<file path="config.mk">
export PLATFORM = sky130hd
export DESIGN_NAME = abd_datapath
export DESIGN_NICKNAME = d
export VERILOG_FILES = /design/src/common/abd_pkg.sv /design/src/verilog/abd_datapath.sv
export SDC_FILE = /design/constraint.sdc
export NUM_CORES = 1
export LEC_CHECK = 0
export BUFFER_PORTS_ARGS = -buffer_cell sky130_fd_sc_hd__buf_2
export CAP_MARGIN = 20
export CORE_MARGIN = 2
export CORE_UTILIZATION = 45
export CTS_CLUSTER_DIAMETER = 30
export CTS_CLUSTER_SIZE = 14
export DETAILED_ROUTE_END_ITERATION = 12
export GPL_TIMING_DRIVEN = 1
export PLACE_DENSITY = 0.76
export REMOVE_ABC_BUFFERS = 1
export SYNTH_ARGS = -nofsm -noshare
export SYNTH_HDL_FRONTEND = slang
export SYNTH_SLANG_ARGS = --single-unit
</file>
<file path="constraint.sdc">
create_clock -name i_mclk -period 2.6 [get_ports i_mclk]
set_clock_uncertainty 0.15 [all_clocks]
set_input_delay 0.13 -clock i_mclk [delete_from_list [all_inputs] [get_ports i_mclk]]
set_output_delay 0.13 -clock i_mclk [all_outputs]
set_load 0.05 [all_outputs]
</file>
<file path="src/common/abd_pkg.sv">
// package for the add and bit-clear datapath: opcode fields, reset values, timing.
// assumes a 14-bit instruction word and an 8-bit accumulator and file.
package abd_pkg;
	localparam int INSTR_W       = 14;
	localparam int DATA_W        = 8;
	localparam int ADDR_W        = 7;
	localparam int BIT_IDX_W     = 3;
	// one instruction cycle is this many oscillator periods
	localparam int PHASES_PER_CYCLE = 4;
	localparam logic [1:0] PHASE_LAST = 2'h3;
	localparam logic [1:0] PHASE_EXEC = 2'h0;
	// opcode class and field positions
	localparam int CLASS_HI      = 13;
	localparam int CLASS_LO      = 12;
	localparam int NIB_HI        = 11;
	localparam int NIB_LO        = 8;
	localparam int DEST_BIT      = 7;
	localparam int ADDR_HI       = 6;
	localparam int BIT_HI        = 9;
	localparam int BIT_LO        = 7;
	localparam int LIT_HI        = 7;
	localparam logic [1:0] CLASS_BYTE    = 2'h0;
	localparam logic [1:0] CLASS_BIT     = 2'h1;
	localparam logic [1:0] CLASS_LIT     = 2'h3;
	localparam logic [3:0] NIB_ADD_FILE  = 4'h7;
	localparam logic [3:0] NIB_AND_FILE  = 4'h5;
	localparam logic [3:0] NIB_AND_LIT   = 4'h9;
	localparam logic [2:0] NIB_ADD_LIT_HI = 3'h7;
	localparam logic [1:0] NIB_CLR_BIT_HI = 2'h0;
	// reset values
	localparam logic [7:0] ACC_RESET     = 8'h00;
	localparam logic       FLAG_RESET    = 1'h0;
endpackage

</file>
<file path="src/verilog/abd_datapath.sv">
// add and bit-clear datapath: executes five arithmetic/logic instructions on the accumulator,
// a file register and the status flags. assumes decode presents one instruction word, held
// stable across the four phases of each instruction cycle, and a file read port on the same clock.
`timescale 1ns/1ps
`default_nettype none

module abd_datapath (
	// clock and reset
	input  wire logic        i_mclk,
	input  wire logic        i_reset,
	// instruction from decode
	input  wire logic        i_instr_valid,
	input  wire logic [13:0] i_instr,
	// file register read data for the address on o_file_addr
	input  wire logic [7:0]  i_file_rdata,
	// file register access
	output logic      [6:0]  o_file_addr,
	output logic             o_file_we,
	output logic      [7:0]  o_file_wdata,
	// architectural state
	output logic      [7:0]  o_accumulator,
	output logic             o_carry_flag,
	output logic             o_nibble_carry_flag,
	output logic             o_zero_flag,
	// cycle timing
	output logic             o_cycle_start,
	output logic             o_instr_done,
	output logic             o_illegal
);

	typedef struct packed {
		logic [1:0] phase;
		logic [6:0] addr;
		logic       file_we;
		logic [7:0] file_wdata;
		logic [7:0] acc;
		logic       carry;
		logic       nib_carry;
		logic       zero;
		logic       cycle_start;
		logic       done;
		logic       illegal;
	} abd_state_s;

	abd_state_s state_reg;
	abd_state_s state_next;

	// instruction kinds this datapath executes; everything else is reported as illegal
	typedef enum logic [2:0] {
		OP_ILLEGAL,
		OP_ADD_LIT,
		OP_AND_LIT,
		OP_ADD_FILE,
		OP_AND_FILE,
		OP_CLR_BIT
	} abd_op_e;

	// the fields are fixed by the 14-bit format and the 2-bit phase counter;
	// a package edited out of step with the ports is refused here rather than mis-decoded
	if (abd_pkg::INSTR_W != 14 || abd_pkg::DATA_W != 8) begin : g_chk_width
		$error("abd_datapath: instruction or data width differs from the ports");
	end
	if (abd_pkg::ADDR_W != 7 || abd_pkg::BIT_IDX_W != 3) begin : g_chk_field
		$error("abd_datapath: address or bit index width differs from the ports");
	end
	if (abd_pkg::PHASES_PER_CYCLE != 4) begin : g_chk_phase
		$error("abd_datapath: phase counter is two bits and wraps after four");
	end

	function automatic logic [8:0] abd_add(input logic [7:0] a, input logic [7:0] b);
		abd_add = {1'b0, a} + {1'b0, b};
	endfunction

	function automatic logic abd_nib_carry(input logic [7:0] a, input logic [7:0] b);
		logic [4:0] s;
		s = {1'b0, a[3:0]} + {1'b0, b[3:0]};
		abd_nib_carry = s[4];
	endfunction

	// the opcode map lives here only, so the execute step reads as a plain list of kinds
	function automatic abd_op_e abd_decode(input logic [1:0] c, input logic [3:0] n);
		abd_op_e k;
		k = OP_ILLEGAL;
		if (c == abd_pkg::CLASS_LIT && n[3:1] == abd_pkg::NIB_ADD_LIT_HI) begin
			// the lowest nibble bit is a don't-care: both encodings add
			k = OP_ADD_LIT;
		end else if (c == abd_pkg::CLASS_LIT && n == abd_pkg::NIB_AND_LIT) begin
			k = OP_AND_LIT;
		end else if (c == abd_pkg::CLASS_BYTE && n == abd_pkg::NIB_ADD_FILE) begin
			k = OP_ADD_FILE;
		end else if (c == abd_pkg::CLASS_BYTE && n == abd_pkg::NIB_AND_FILE) begin
			k = OP_AND_FILE;
		end else if (c == abd_pkg::CLASS_BIT && n[3:2] == abd_pkg::NIB_CLR_BIT_HI) begin
			// the low two nibble bits are the top of the bit index, not opcode
			k = OP_CLR_BIT;
		end
		abd_decode = k;
	endfunction

	function automatic logic abd_is_zero(input logic [7:0] v);
		abd_is_zero = (v == 8'h00);
	endfunction

	logic [1:0] cls;
	logic [3:0] nib;
	logic [7:0] lit;
	logic       dest;
	logic [2:0] bidx;

	assign cls  = i_instr[abd_pkg::CLASS_HI:abd_pkg::CLASS_LO];
	assign nib  = i_instr[abd_pkg::NIB_HI:abd_pkg::NIB_LO];
	assign lit  = i_instr[abd_pkg::LIT_HI:0];
	assign dest = i_instr[abd_pkg::DEST_BIT];
	assign bidx = i_instr[abd_pkg::BIT_HI:abd_pkg::BIT_LO];

	always_comb begin
		logic [8:0] sum;
		logic [7:0] opnd;
		logic [7:0] res;
		logic       exec;
		abd_op_e    op;
		exec = 1'b0;
		op   = OP_ILLEGAL;
		sum  = '0;
		opnd = '0;
		res  = '0;
		state_next = state_reg;
		state_next.file_we     = 1'b0;
		state_next.done        = 1'b0;
		state_next.illegal     = 1'b0;
		// free-running phase counter, wraps after four periods
		state_next.phase       = state_reg.phase + 2'h1;
		state_next.cycle_start = (state_reg.phase == abd_pkg::PHASE_LAST);
		// address is registered from the word every period, so it is out from phase 1 and read data is settled by the last phase
		state_next.addr        = i_instr[abd_pkg::ADDR_HI:0];
		exec = i_instr_valid && (state_reg.phase == abd_pkg::PHASE_LAST);
		op   = abd_decode(cls, nib);
		if (exec) begin
			// execute in the last phase, one cycle per instruction
			state_next.done = 1'b1;
			opnd = (cls == abd_pkg::CLASS_LIT) ? lit : i_file_rdata;
			unique case (op)
				OP_ADD_LIT: begin
					sum = abd_add(state_reg.acc, opnd);
					state_next.acc       = sum[7:0];
					state_next.carry     = sum[8];
					state_next.nib_carry = abd_nib_carry(state_reg.acc, opnd);
					state_next.zero      = abd_is_zero(sum[7:0]);
				end
				OP_AND_LIT: begin
					res = state_reg.acc & opnd;
					// carry and nibble carry keep their values
					state_next.acc  = res;
					state_next.zero = abd_is_zero(res);
				end
				OP_ADD_FILE: begin
					sum = abd_add(state_reg.acc, opnd);
					state_next.carry     = sum[8];
					state_next.nib_carry = abd_nib_carry(state_reg.acc, opnd);
					state_next.zero      = abd_is_zero(sum[7:0]);
					// destination select
					if (dest) begin
						state_next.file_we    = 1'b1;
						state_next.file_wdata = sum[7:0];
					end else begin
						state_next.acc = sum[7:0];
					end
				end
				OP_AND_FILE: begin
					res = state_reg.acc & opnd;
					state_next.zero = abd_is_zero(res);
					if (dest) begin
						state_next.file_we    = 1'b1;
						state_next.file_wdata = res;
					end else begin
						state_next.acc = res;
					end
				end
				OP_CLR_BIT: begin
					// flags untouched; read-modify-write of one bit
					state_next.file_we    = 1'b1;
					state_next.file_wdata = opnd & ~(8'h01 << bidx);
				end
				OP_ILLEGAL: begin
					// not one of ours: no state change, and done stays low so decode
					// sees exactly one of the two reports
					state_next.done    = 1'b0;
					state_next.illegal = 1'b1;
				end
			endcase
		end
		if (i_reset) begin
			state_next = '0;
			state_next.phase = abd_pkg::PHASE_EXEC;
			state_next.acc   = abd_pkg::ACC_RESET;
			state_next.carry = abd_pkg::FLAG_RESET;
			state_next.nib_carry = abd_pkg::FLAG_RESET;
			state_next.zero  = abd_pkg::FLAG_RESET;
		end
	end

	always_ff @(posedge i_mclk) begin
		state_reg <= state_next;
	end

	assign o_file_addr         = state_reg.addr;
	assign o_file_we           = state_reg.file_we;
	assign o_file_wdata        = state_reg.file_wdata;
	assign o_accumulator       = state_reg.acc;
	assign o_carry_flag        = state_reg.carry;
	assign o_nibble_carry_flag = state_reg.nib_carry;
	assign o_zero_flag         = state_reg.zero;
	assign o_cycle_start       = state_reg.cycle_start;
	assign o_instr_done        = state_reg.done;
	assign o_illegal           = state_reg.illegal;

endmodule

`default_nettype wire

</file>
==> run metrics <==
status=finished clean; post-synthesis cell area=2266 µm²; Die Width=74.96 µm; Initial Util=0.4735; worst path arrival time=2.56 ns; depth of the CTS H-tree=2; CP max stage delay=0.53 ns; HP Class=in -> reg; via count=1936; Yosys top cell area share=0.2827; largest family of logic cells by synthesized area=compound AO/OA/AOI/OAI gates; Critical Path RT=2.64 ns; layout cells sized above 1=0.3699; CTS root buf=clkbuf_8; crit start category=primary input; top cells by area, synth=dfxtp_1 28%, buf_4 8.3%, ha_1 6.6%, mux2i_1 3.5%, mux2_2 3.5%; Diodes inserted=0; Sink Count=32; max frequency=0.3977 GHz; fill count=440; Post-CTS Setup Bufs=0; fin crit share=0.9670; # setup viols final=0; Final Cell Area=2648 µm²; WS Path Type=in -> reg; Yosys reg bits=32; Main synth FF type=dfxtp_1; cell count after synthesis=248; asr flop ratio synth=0; number of CTS-inserted buffers=5; initial antenna violation count=0; mean number of vias per cell=5.393; core area=4786 µm²; I/O Buffers=54; NumNets Final=329; CTS tree=yes; vias in the first global route=1797; count of pins over their slew limit=0; Yosys top cell by area=dfxtp_1; DRT antenna net count=0; Final GP Congestion=0.8784; WHS=0.07863 ns; Crit Path Max Fanout=8; first-pass GRT wire length=8.252 mm; crit-path cells=dlygate4sd3_1, buf_2, mux2_2, ha_2, or3b_2, o211ai_1, a211oi_2, nand2b_1, a311oi_1; Post-Route WL=5.312 mm; Multi-input gate area=1365 µm²; Area growth, synth to finish=16.84%; number of DRC markers in iteration 0=139; CP max-delay cell=dlygate4sd3_1; Worst Setup End Kind=flop; xor/xnor share of the synthesized area=0.01933; Post-Synth Simple-Gate Area=0.1894; GR Overflow Total=0; clock latency on the worst-skew pair=0.29 ns; largest net degree at the start of global routing=18; Leak=0.001097 µW; Yosys warnings=0; fin crit period=2.514 ns; GRT Resource Usage Total=0.1931; post-synthesis sequential area ratio=0.2827; die area=5619 µm²; mux contribution to synthesized area=0.07013; Clock Tree Buf Depth=2; max_cap viols=0; clock-pin slew on the worst setup and hold paths=0.06 ns; # rows=25; Least-Margin Pin Slew=0.5591 ns; Routed wire per std cell=14.80 µm; Ports=55; FF+latch area=640.6 µm²; Max VDD drop=0.1872 mV; cell area power density=418.0 nW/µm²; Compound-Gate Fraction of Synth Area=0.2209; Die Ht=74.96 µm; count of cell types in the netlist=59; Post-Synth Adder-Cell Area=0.07510; max_slew headroom=0.6252; DP Wirelength=3.984 mm; Post-synth EDFFs=0; Pre-antenna DRT Iters=4; Post-Syn Area per Cell=9.137 µm²; Post-DP Area=2425 µm²; Hold Vio Cnt, Final=0; # DRC=0
## synth_stat cells (2+ instances only)
cell      instances
a311oi_1          2
xnor2_1           5
dfxtp_1          32
ha_1             12
mux2_2            7
buf_2             3
nand2_1          14
a21oi_1           9
nand3_1           3
a221oi_1          2
buf_6             5
a21o_1            3
nand3b_1          2
buf_4            25
inv_1            10
a32oi_1           3
o311a_1           2
o211ai_1          2
a211oi_1          8
nor4_1            3
nor3_1            5
o21a_1            2
a31oi_1           4
and2_4            2
clkbuf_1          2
nor2b_1          10
o21ai_0           7
nor2_1           21
nand2b_1          4
a211oi_2          3
mux2i_1           8
## cell families (layout without fill, tap and decap cells)
family | after synthesis | in the layout
simple gates | 76 | 76
compound gates | 60 | 60
buf+inv | 47 | 91
flops | 32 | 32
mux | 15 | 15
fa+ha+maj | 13 | 13
xor+xnor | 5 | 5
## cell usage in the layout, fill, tap and decap left out, types with 4 or more instances in the layout
| cell | count |
|---|---|
| a211oi_2 | 4 |
| dlygate4sd3_1 | 7 |
| buf_2 | 54 |
| nand2_1 | 14 |
| dfxtp_1 | 32 |
| buf_4 | 12 |
| clkbuf_8 | 6 |
| o21ai_0 | 6 |
| ha_1 | 11 |
| mux2_2 | 7 |
| a211oi_1 | 7 |
| nor2_1 | 21 |
| nor2b_1 | 10 |
| inv_1 | 10 |
| a21oi_1 | 8 |
| nor3_1 | 5 |
| mux2i_1 | 7 |
| nand2b_1 | 4 |
## worst max-delay path, delay by kind of cell
kind / cells / cell delay [ns]
compound gates: 3 / 0.45
fa+ha+maj: 1 / 0.41
buf+inv: 2 / 0.66
mux: 1 / 0.27
simple gates: 2 / 0.62
## per-layer routing
metal	part of all wire	vias to the layer above	GRT usage
li1	-	965	-
met4	0.016	0	0.07937
met1	0.46	900	0.2574
met5	0	-	0
met3	0.051	11	0.04418
met2	0.48	60	0.3012
## worst paths after layout
path	end	cells past startpoint	slack, ns	startpoint
worst max-delay path	o_file_wdata[5]	9	0.09	i_instr[5]
worst min-delay path	o_nibble_carry_flag	2	0.08	i_reset
worst max register to register	o_file_wdata[6]	8	0.45	o_accumulator[0]
worst min register to register	state_reg[30]	1	0.27	state_reg[30]
## where the power goes
part / internal [µW] / switching, µW / leakage (µW)
sequential: 501 / 2.99 / 0.000260
clock: 216 / 176 / 0.0000455
combinational: 84.3 / 128 / 0.000791
## timing repair
item / 4_1_cts / 5_1_grt
endpoints found under the hold margin: 7 / 0
endpoints found under the setup margin: 0 / 10
resized for setup: 0 / 14
hold buffers: 7 / 0
## metrics by stage
step / cells / power (µW) / setup WS, ns / TNS (ns) / utilization
2_1_floorplan: 211 / 628.5 / -0.03466 / -0.04154 / -
3_3_place_gp: 344 / 703.4 / 0.1058 / 0 / 0.5067
3_5_place_dp: 344 / 706.4 / -0.007832 / -0.007832 / 0.5067
4_1_cts: 359 / 1104 / 0.02716 / 0 / 0.5401
5_1_grt: 359 / 1151 / -0.02777 / -0.03434 / 0.5532
6_report: 359 / 1107 / 0.08572 / 0 / 0.5532
## final cells by class
class / instances / area share
Multi-Input combinational cell: 169 / 0.5156
Clock buffer: 8 / 0.03403
Tap cell: 67 / 0.03166
Timing Repair Buffer: 73 / 0.1626
Inverter: 10 / 0.01418
Sequential cell: 32 / 0.2420
No activity file was read; power rests on OpenSTA's default activity.
